===== config.mk =====
export PLATFORM = sky130hd
export DESIGN_NAME = rcic_core
export DESIGN_NICKNAME = d
export VERILOG_FILES = /design/src/rtl/rcic_pkg.sv /design/src/rtl/rcic_settle_timer.sv /design/src/rtl/rcic_core.sv
export SDC_FILE = /design/constraint.sdc
export NUM_CORES = 1
export LEC_CHECK = 0
export BUFFER_PORTS_ARGS = -buffer_cell sky130_fd_sc_hd__clkbuf_2
export CAP_MARGIN = 5
export CORE_UTILIZATION = 46
export DETAILED_ROUTE_END_ITERATION = 10
export GPL_ROUTABILITY_DRIVEN = 0
export PLACE_DENSITY_LB_ADDON = 0.3
export RECOVER_POWER = 100
export SETUP_SLACK_MARGIN = 0.4
export SYNTH_ARGS = -nofsm -noshare
export SYNTH_HDL_FRONTEND = slang
export SYNTH_SLANG_ARGS = --single-unit

===== constraint.sdc =====
create_clock -name i_clk_sys -period 2.6 [get_ports i_clk_sys]
set_clock_uncertainty 0.2 [all_clocks]
set_input_delay 0.13 -clock i_clk_sys [delete_from_list [all_inputs] [get_ports i_clk_sys]]
set_output_delay 0.13 -clock i_clk_sys [all_outputs]
set_load 0.005 [all_outputs]

===== src/rtl/rcic_pkg.sv =====
// Purpose: shared constants and types for the reset cause and init control
// Assumes: system clock of 100 MHz
// Notes:   settle counts are in system clock cycles of the selected oscillator
package rcic_pkg;

    // ------------------------------------------------------------
    // oscillator selection
    // ------------------------------------------------------------
    typedef enum logic [1:0] {
        RCIC_OSC_FAST    = 2'h0,
        RCIC_OSC_CRYSTAL = 2'h1,
        RCIC_OSC_SLOW    = 2'h2
    } rcic_osc_t;

    // ------------------------------------------------------------
    // wake settling delays, in cycles of the system clock
    // ------------------------------------------------------------
    localparam int unsigned SETTLE_FAST_CYC    = 16;   // 15 to 16, longest taken
    localparam int unsigned SETTLE_CRYSTAL_CYC = 1024;
    localparam int unsigned SETTLE_SLOW_CYC    = 2;    // 1 to 2, longest taken
    localparam int unsigned SETTLE_CNT_W       = 11;

    // ------------------------------------------------------------
    // reset values
    // ------------------------------------------------------------
    localparam logic [7:0]  PORT_DIR_RESET = 8'hff;  // all pins input
    localparam logic [4:0]  ANALOG_RESET   = 5'h1f;  // all five channels analog
    localparam logic        FLAG_CLEAR     = 1'b0;
    localparam logic        FLAG_SET       = 1'b1;

    // ------------------------------------------------------------
    // reset causes seen by the block
    // ------------------------------------------------------------
    typedef struct packed {
        logic supply_drop;   // supply-drop reset request
        logic wdt_timeout;   // watchdog overflow
    } rcic_cause_t;

    // ------------------------------------------------------------
    // flags held in the status register
    // ------------------------------------------------------------
    typedef struct packed {
        logic watchdog_timeout_flag;
        logic power_down_flag;
    } rcic_flags_t;

endpackage


===== src/rtl/rcic_settle_timer.sv =====
// Purpose: counts the wake settling delay after a watchdog wake
// Assumes: load and count are synchronous to i_clk_sys
// Notes:   o_done is a one-cycle pulse when the count expires
module rcic_settle_timer #(
    parameter int unsigned CNT_W = 11
) (
    // clock and reset
    input  wire logic             i_clk_sys,
    input  wire logic             i_rst_n,
    // control
    input  wire logic             i_load,
    input  wire logic [CNT_W-1:0] i_count,
    // status
    output logic                  o_busy,
    output logic                  o_done
);

    logic [CNT_W-1:0] remain;

    // a zero-width counter cannot hold any delay
    if (CNT_W < 1) begin : g_bad_width
        $error("rcic_settle_timer: counter width must be at least one");
    end

    // ------------------------------------------------------------
    // down counter
    // ------------------------------------------------------------
    // load wins over a running count
    always_ff @(posedge i_clk_sys or negedge i_rst_n) begin
        if (!i_rst_n) begin
            remain <= '0;
            o_busy <= 1'b0;
            o_done <= 1'b0;
        end else if (i_load) begin
            remain <= i_count - CNT_W'(1);
            o_busy <= 1'b1;
            o_done <= 1'b0;
        end else if (o_busy && remain == '0) begin
            o_busy <= 1'b0;
            o_done <= 1'b1;
        end else begin
            remain <= o_busy ? remain - CNT_W'(1) : remain;
            o_done <= 1'b0;
        end
    end

endmodule


===== src/rtl/rcic_core.sv =====
// Purpose: reset cause flags and initial state control after each reset
// Assumes: inputs synchronous to i_clk_sys; i_rst_n is the power-on reset
// Notes:   o_core_run is low while a reset or a wake settle is in progress
//
// Functional notes
// - sleep watchdog wake clears pc, sp only
// - wake settle delay depends on oscillator
// - status keeps timeout and power-down flags
// - power-on clears both flags
// - supply-drop reset keeps both flags
// - running watchdog reset sets timeout flag
// - sleep watchdog wake sets both flags
// - power-on sets program counter zero
// - power-on disables all interrupts
// - power-on clears watchdog, then counts
// - power-on turns all timers off
// - ports inputs, analog pins to converter
// - power-on sets stack pointer top
// - running watchdog reset gives supply-drop reset initial state
module rcic_core #(
    parameter int unsigned PC_W    = 11,
    parameter int unsigned SP_W    = 3,
    parameter int unsigned PORT_W  = 8,
    parameter int unsigned TIMER_N = 3
) (
    // clock and reset
    input  wire logic                 i_clk_sys,
    input  wire logic                 i_rst_n,
    // reset causes and mode
    input  wire rcic_pkg::rcic_cause_t i_cause,
    input  wire logic                 i_low_power,   // sleep or idle mode
    input  wire logic                 i_enter_halt,  // sleep or idle entry
    input  wire logic                 i_clr_wdt,     // clear-watchdog instruction
    input  wire rcic_pkg::rcic_osc_t  i_osc_sel,
    // status flags
    output rcic_pkg::rcic_flags_t     o_flags,
    // initial state controls
    output logic                      o_pc_clear,
    output logic                      o_sp_clear,
    output logic                      o_sp_top,
    output logic                      o_int_disable,
    output logic                      o_wdt_clear,
    output logic                      o_wdt_run,
    output logic [TIMER_N-1:0]        o_timer_off,
    output logic [PORT_W-1:0]         o_port_dir,
    output logic [4:0]                o_analog_sel,
    output logic                      o_full_reset,
    // core control
    output logic                      o_core_run
);

    // ------------------------------------------------------------
    // elaboration checks
    // ------------------------------------------------------------
    if (PC_W < 1 || SP_W < 1 || TIMER_N < 1 || PORT_W < 1) begin : g_bad_param
        $error("rcic_core: widths must be at least one");
    end
    // fast and slow settle lengths must be non-zero and the crystal length must fit the settle counter
    if (rcic_pkg::SETTLE_SLOW_CYC < 1 || rcic_pkg::SETTLE_FAST_CYC < 1 ||
        rcic_pkg::SETTLE_CRYSTAL_CYC >= (1 << rcic_pkg::SETTLE_CNT_W)) begin : g_bad_settle
        $error("rcic_core: settle counts do not fit the settle counter");
    end

    // ------------------------------------------------------------
    // cause decode
    // ------------------------------------------------------------
    logic full_evt;
    logic wake_evt;
    logic run_wdt_evt;
    logic settle_busy;
    logic settle_done;
    logic [rcic_pkg::SETTLE_CNT_W-1:0] settle_count;

    assign run_wdt_evt = i_cause.wdt_timeout && !i_low_power;
    assign wake_evt    = i_cause.wdt_timeout && i_low_power;
    // watchdog in run mode acts as a supply-drop reset
    assign full_evt    = i_cause.supply_drop || run_wdt_evt;

    // settle length by oscillator source
    always_comb begin
        case (i_osc_sel)
            rcic_pkg::RCIC_OSC_FAST:    settle_count =
                rcic_pkg::SETTLE_CNT_W'(rcic_pkg::SETTLE_FAST_CYC);
            rcic_pkg::RCIC_OSC_CRYSTAL: settle_count =
                rcic_pkg::SETTLE_CNT_W'(rcic_pkg::SETTLE_CRYSTAL_CYC);
            rcic_pkg::RCIC_OSC_SLOW:    settle_count =
                rcic_pkg::SETTLE_CNT_W'(rcic_pkg::SETTLE_SLOW_CYC);
            default:                    settle_count =
                rcic_pkg::SETTLE_CNT_W'(rcic_pkg::SETTLE_CRYSTAL_CYC);
        endcase
    end

    // ------------------------------------------------------------
    // settle timer
    // ------------------------------------------------------------
    rcic_settle_timer #(
        .CNT_W (rcic_pkg::SETTLE_CNT_W)
    ) u_settle (
        .i_clk_sys (i_clk_sys),
        .i_rst_n   (i_rst_n),
        .i_load    (wake_evt && !settle_busy),
        .i_count   (settle_count),
        .o_busy    (settle_busy),
        .o_done    (settle_done)
    );

    // ------------------------------------------------------------
    // status flags
    // ------------------------------------------------------------
    // events take priority over the clearing instructions
    always_ff @(posedge i_clk_sys or negedge i_rst_n) begin
        if (!i_rst_n) begin
            o_flags.watchdog_timeout_flag <= rcic_pkg::FLAG_CLEAR;
            o_flags.power_down_flag       <= rcic_pkg::FLAG_CLEAR;
        end else if (wake_evt) begin
            o_flags.watchdog_timeout_flag <= rcic_pkg::FLAG_SET;
            o_flags.power_down_flag       <= rcic_pkg::FLAG_SET;
        end else if (run_wdt_evt) begin
            o_flags.watchdog_timeout_flag <= rcic_pkg::FLAG_SET;
        end else if (i_cause.supply_drop) begin
            o_flags <= o_flags;
        end else if (i_enter_halt) begin
            o_flags.watchdog_timeout_flag <= rcic_pkg::FLAG_CLEAR;
            o_flags.power_down_flag       <= rcic_pkg::FLAG_SET;
        end else if (i_clr_wdt) begin
            o_flags.watchdog_timeout_flag <= rcic_pkg::FLAG_CLEAR;
            o_flags.power_down_flag       <= rcic_pkg::FLAG_CLEAR;
        end
    end

    // ------------------------------------------------------------
    // full reset initial state
    // ------------------------------------------------------------
    // held during power-on and for one cycle after any full reset
    always_ff @(posedge i_clk_sys or negedge i_rst_n) begin
        if (!i_rst_n) begin
            o_full_reset  <= 1'b1;
            o_int_disable <= 1'b1;
            o_sp_top      <= 1'b1;
            o_timer_off   <= '1;
            o_port_dir    <= '1;
            o_analog_sel  <= rcic_pkg::ANALOG_RESET;
        end else begin
            o_full_reset  <= full_evt;
            o_int_disable <= full_evt;
            o_sp_top      <= full_evt;
            o_timer_off   <= {TIMER_N{full_evt}};
            o_port_dir    <= full_evt ? PORT_W'(rcic_pkg::PORT_DIR_RESET)
                                      : '0;
            o_analog_sel  <= full_evt ? rcic_pkg::ANALOG_RESET : 5'h00;
        end
    end

    // ------------------------------------------------------------
    // program counter, stack pointer and watchdog control
    // ------------------------------------------------------------
    always_ff @(posedge i_clk_sys or negedge i_rst_n) begin
        if (!i_rst_n) begin
            o_pc_clear  <= 1'b1;
            o_sp_clear  <= 1'b0;
            o_wdt_clear <= 1'b1;
            o_wdt_run   <= 1'b0;
        end else begin
            o_pc_clear  <= full_evt || wake_evt;
            o_sp_clear  <= wake_evt;
            o_wdt_clear <= full_evt || i_clr_wdt;
            o_wdt_run   <= 1'b1;
        end
    end

    // ------------------------------------------------------------
    // core release
    // ------------------------------------------------------------
    // stalled during any reset and until the settle delay expires
    always_ff @(posedge i_clk_sys or negedge i_rst_n) begin
        if (!i_rst_n) begin
            o_core_run <= 1'b0;
        end else if (full_evt || wake_evt || (settle_busy && !settle_done)) begin
            o_core_run <= 1'b0;
        end else begin
            o_core_run <= 1'b1;
        end
    end

endmodule


# Word-level counts from Yosys, hierarchy flattened
# Cells that the tools add are included.
# totals
reg_bits	35
in_bits	9
elab_cells	59
# op_classes
addsub	2
eq_ne	5
n_mux	17
n_reduce_logical	21
# ops
cell	n
$mux 11	3
$pmux 11 s2	1
$sub 11x1->11 const B	2
$logic_not 11->1	1
$mux 2	4
$mux 8	1
$mux 1	7
$logic_and 1x1->1	5
$mux 5	1
$logic_or 1x1->1	4
$ne 2x1->1 const B	2
$reduce_and 2->1	2
$reduce_bool 2->1	2
$reduce_bool 4->1	1
$logic_not 1->1	3
$ne 3x1->1 const B	1
$reduce_and 3->1	1
$reduce_bool 3->1	1
$eq 2x2->1 const B	1
$logic_not 2->1	1
$ne 2x2->1 const B	1

# Logic depth before layout (Yosys ltp)
# depth
word_depth	6
ltp_mapped	10
mapped_depth_nobuf	8

# By module
# Synthesis repeated with hierarchy kept, for this count alone.
# unflattened
cells_unflattened	153
hier_area_um2	1420.1
# by_module_without_submodules
module	instances	cells_each	area_per_inst_um2	seq_area_each_um2
rcic_settle_timer	1	105	949.7	325.3
rcic_core	1	48	470.5	203.9

# Worst setup path before layout
# OpenSTA, ideal clock, no wires.
# synth_path
path_type	register to register
startpoint	register u_settle.o_busy
endpoint	register u_settle.remain[10]
setup_ns	0.065
arrival_ns	2.339
required_ns	2.335
path_slack_ns	-0.004
path_stages_with_launch	10
n_path_buf	2
synth_period_minus_slack_ns	2.604
path_cell_list	dfrtp_1 > buf_4 > nand3b_1 > clkbuf_1 > a21oi_1 > ha_1 > inv_1 > or4_4 > a211oi_1 > o221a_2
# synth_between
elab_chain_cells	4
elab_cells_between_ends	7
classes_between	1 x eq/ne; 1 x mux; 5 x reduce/logical
# synth_lines
element	line_no	text
start: declaration	rcic_settle_timer.sv:14	output logic o_busy,
start signal: assignment	rcic_settle_timer.sv:32	o_busy <= 1'b0;
start signal: assignment	rcic_settle_timer.sv:36	o_busy <= 1'b1;
start signal: assignment	rcic_settle_timer.sv:39	o_busy <= 1'b0;
$logic_not 1->1	rcic_core.sv:101	.i_load (wake_evt && !settle_busy),
$logic_and 1x1->1	rcic_core.sv:101	
$ne 2x1->1 (no source line) / $reduce_bool 2->1 (equally long branches)	n/a	
$reduce_and 2->1 (no source line)	n/a	
end signal: assignment	rcic_settle_timer.sv:35	remain <= i_count - CNT_W'(1);
end signal: assignment	rcic_settle_timer.sv:42	remain <= o_busy ? remain - CNT_W'(1) : remain;
end: declaration	rcic_settle_timer.sv:18	logic [CNT_W-1:0] remain;
# Several ways; a longest one is shown, not always the timed one.
# A chain may end at the register's enable or synchronous reset.

# Worst setup path in the final report
# layout_path
startpoint	register u_settle.o_busy
endpoint	register u_settle.remain[7]
# The elaborated chain is that of the path after synthesis.

==> run_results.csv <==
group,metric,value,unit
outcome,outcome,"complete, no violations",
min_path,min_to,"u_settle.remain[3]",
logic_synthesis,synth_commonest_cells,"buf_4 (19), dfrtp_1 (18), nand2_1 (10)",
setup_path,r2r_slack,0.31,ns
setup_path,cp.arrival,2.31,ns
cts,cts.sinks,21,
logic_synthesis,synth_top_area_share,35.4,%
setup_path,cpPeakStageDelay,0.52,ns
detailed_routing,firstDrtPassIters,4,
finish,nets,180,
detailed_routing,vias,1135,
cts,root_buffer,"clkbuf_4",
logic_synthesis,synth_top_cells_by_area,"dfrtp_1 (35%), buf_4 (11%), dfstp_2 (6.2%), nand2_1 (2.9%), o31ai_1 (2.9%)",
floorplanning,start_util,50.0,%
sta,worstMarginPinSlew,1.11,ns
cts,worstSkewPairLatency,0.30,ns
place,hpwl,1.84,mm
logic_synthesis,synth_area_leader_cell,"dfrtp_1",
job,cap_viol_max_count,0,
global_route,first_global_vias,1023,
floorplanning,num_io_pins,35,
finish,antennaDiodeCount,0,
global_route,grt_max_degree,22,
logic_synthesis,synth_edf_count,0,
global_route,antenna_found_initial,0,
global_route,grt-ovfl-total,0,
setup_path,critPathRequiredTime,2.62,ns
floorplanning,core,2540,um2
place,io_buffers,34,
power,powerDensity,860,nW/um2
sta,setup_viol,0,
setup_path,reg2reg_depth,5,
setup_path,end_kind,"flop",
detailed_routing,drt-initial-drc-count,16,
cts,numCtsBuffers,3,
setup_path,cpLargestDelayFamily,"simple AND/OR/NAND/NOR gates",
logic_synthesis,syn_avg_cell_area,9.37,um2
cts,cts_tree,"done",
setup_path,reg2reg_to,"u_settle.remain[7]",
logic_synthesis,async_reset_ff_share,100,%
finish,area_growth_syn_to_layout,20.9,%
logic_synthesis,synth_cells,136,
sta,setup_ws,0.307,ns
finish,nFillCells,218,
logic_synthesis,ys_ff_latch,21,
sta,slew_viol_final,0,
floorplanning,fp.dieH,54.6,um
detailed_routing,ant_nets,0,
global_route,grtUsageTotal,22.3,%
setup_path,criticalPathCategory,"flop to flop",
detailed_routing,viasPerCell,5.70,
min_path,hp-start,"i_osc_sel[1]",
setup_path,start_kind,"flop",
min_path,hold-path-cell-count,4,
detailed_routing,routed_wl,3.03,mm
setup_path,path_buf_inv,1,
logic_synthesis,yosys.cell_types.count,45,
setup_path,regToRegStartpoint,"u_settle.o_busy",
min_path,hp-class,"input port to flop",
logic_synthesis,ys_warn_count,0,
logic_synthesis,netlist_area,1270,um2
finish,drive_above_1_share,30.8,%
logic_synthesis,seq_area_frac_synth,41.6,%
sta,max_freq,436,MHz
floorplanning,dieArea,2980,um2
sta,period_needed,2.29,ns
power,peakVddDrop,614,uV
logic_synthesis,synthFlopType,"dfrtp_1",
setup_path,cp_max_fo,8,
detailed_routing,drc_errors,0,
global_route,grt_pass1_wl,4.53,mm
logic_synthesis,syn_nets,146,
cts,cts_htree_levels,1,
sta,grt_setup_unrepaired,"yes",
sta,fin_crit_sh,88.2,%
place,pre_cts_ws,0.302,ns
cts,clockBufferDepth,2,
detailed_routing,post_drt_wl_per_cell,15.2,um
cts,clkTransAtPathRegs,0.11,ns
floorplanning,die_w,54.6,um
logic_synthesis,synthMostInstantiatedCell,"buf_4",
floorplanning,placementRows,18,
sta,fin_tns_setup,0,ns
sta,hold_slack,0.0289,ns
power,p_leak,0.642,nW
setup_path,crit_chain,"buf_4, or4b_1, a311o_1, and2_0, a221oi_2",
sta,finalHoldViolations,0,
sta,slew_headroom,25.9,%
setup_path,cpMaxStageDelayCell,"or4b_1",
-- cells in the final DEF, fill, tap and decap left out, types with 2 or more instances in the layout --
master,instances
or3_1,2
nand2_1,10
o31ai_1,5
dfstp_2,2
o21ai_0,4
inv_1,8
dfrtp_2,4
nor3b_2,2
clkbuf_4,3
nor2_1,9
nor4_1,2
a21oi_1,3
clkbuf_2,14
o21a_1,2
a211oi_1,2
o211ai_1,2
nand2b_1,3
dlygate4sd3_1,8
or4_4,2
buf_4,11
clkbuf_1,21
or2_2,3
nor3_1,6
dfrtp_1,14
-- power by group --
part	internal, mW	switching [mW]	total, mW
Sequential	0.425	0.122	0.547
Combinational	0.305	0.318	0.623
Clock	0.0599	0.0939	0.154
Total	0.790	0.534	1.32
-- worst max-delay path by stage --
stage / from / cells after the start / to / slack, ns
2_1_floorplan: u_settle.o_busy / 9 / u_settle.remain[10] / 0.24
3_3_place_gp: u_settle.o_busy / 7 / u_settle.remain[10] / 0.41
3_5_place_dp: u_settle.o_busy / 7 / u_settle.remain[6] / 0.30
4_1_cts: u_settle.o_busy / 7 / u_settle.remain[8] / 0.40
5_1_grt: u_settle.o_busy / 7 / u_settle.remain[6] / 0.23
6_report: u_settle.o_busy / 5 / u_settle.remain[7] / 0.31
-- flip-flops by register name, summed over array words and instances (netlist names) --
| signal | flops |
|---|---|
| u_settle.o_done | 1 |
| o_wdt_clear | 1 |
| o_wdt_run | 1 |
| u_settle.remain | 11 |
| o_analog_sel | 1 |
| o_pc_clear | 1 |
| o_core_run | 1 |
| u_settle.o_busy | 1 |
| o_flags | 2 |
| o_sp_clear | 1 |
-- metrics by stage --
stage               power (mW)  cell area, um2  utilization (%)  cells
floorplan                0.955            1310                -    136
global placement          1.03            1350             53.0    179
detailed placement        1.05            1350             53.0    179
CTS                       1.23            1480             58.2    194
global route              1.42            1540             60.5    199
finish                    1.32            1540             60.5    199
-- routing by layer --
layer	global-route usage, %	vias up	wire [um]
met1	25.3	529	1220
met2	35.7	56	1490
met4	14.1	0	115
met3	7.22	13	200
met5	0	-	0
li1	-	537	-
-- worst reg2reg max path, stage by stage, from the launching register on --
cell,delay [ns]
dfrtp_1,0.36
buf_4,0.15
or4b_1,0.52
a311o_1,0.46
and2_0,0.25
a221oi_2,0.27
-- final cells by class --
cell class                      instances  area [um2]  share of cell area, %
Clock buffer                            4        26.3                   1.71
Timing Repair Buffer                   53         308                   20.0
Multi-Input combinational cell         82         601                   39.0
Sequential cell                        21         534                   34.7
Tap cell                               30        37.5                   2.44
Inverter                                9        33.8                   2.19
-- what timing repair did --
action | 4_1_cts | 5_1_grt
endpoints found under the setup margin | 5 | 4
endpoints found under the hold margin | 28 | 0
resized for setup | 2 | 11
pin swaps | 1 | 2
buffers inserted | 3 | 5
hold buffers | 8 | 0
-- kinds of logic (layout without fill, tap and decap cells) --
group / Yosys count / after routing / share of synthesized area, %
compound gates: 29 / 29 / 18.0
simple gates: 49 / 49 / 21.6
buf+inv: 33 / 66 / 16.1
other cells: 1 / 1 / 0.294
fa+ha+maj: 1 / 1 / 0.982
xor+xnor: 1 / 1 / 0.688
flops: 21 / 21 / 41.6
mux: 1 / 1 / 0.786
Note: power is estimated with default switching activity, not from simulation.
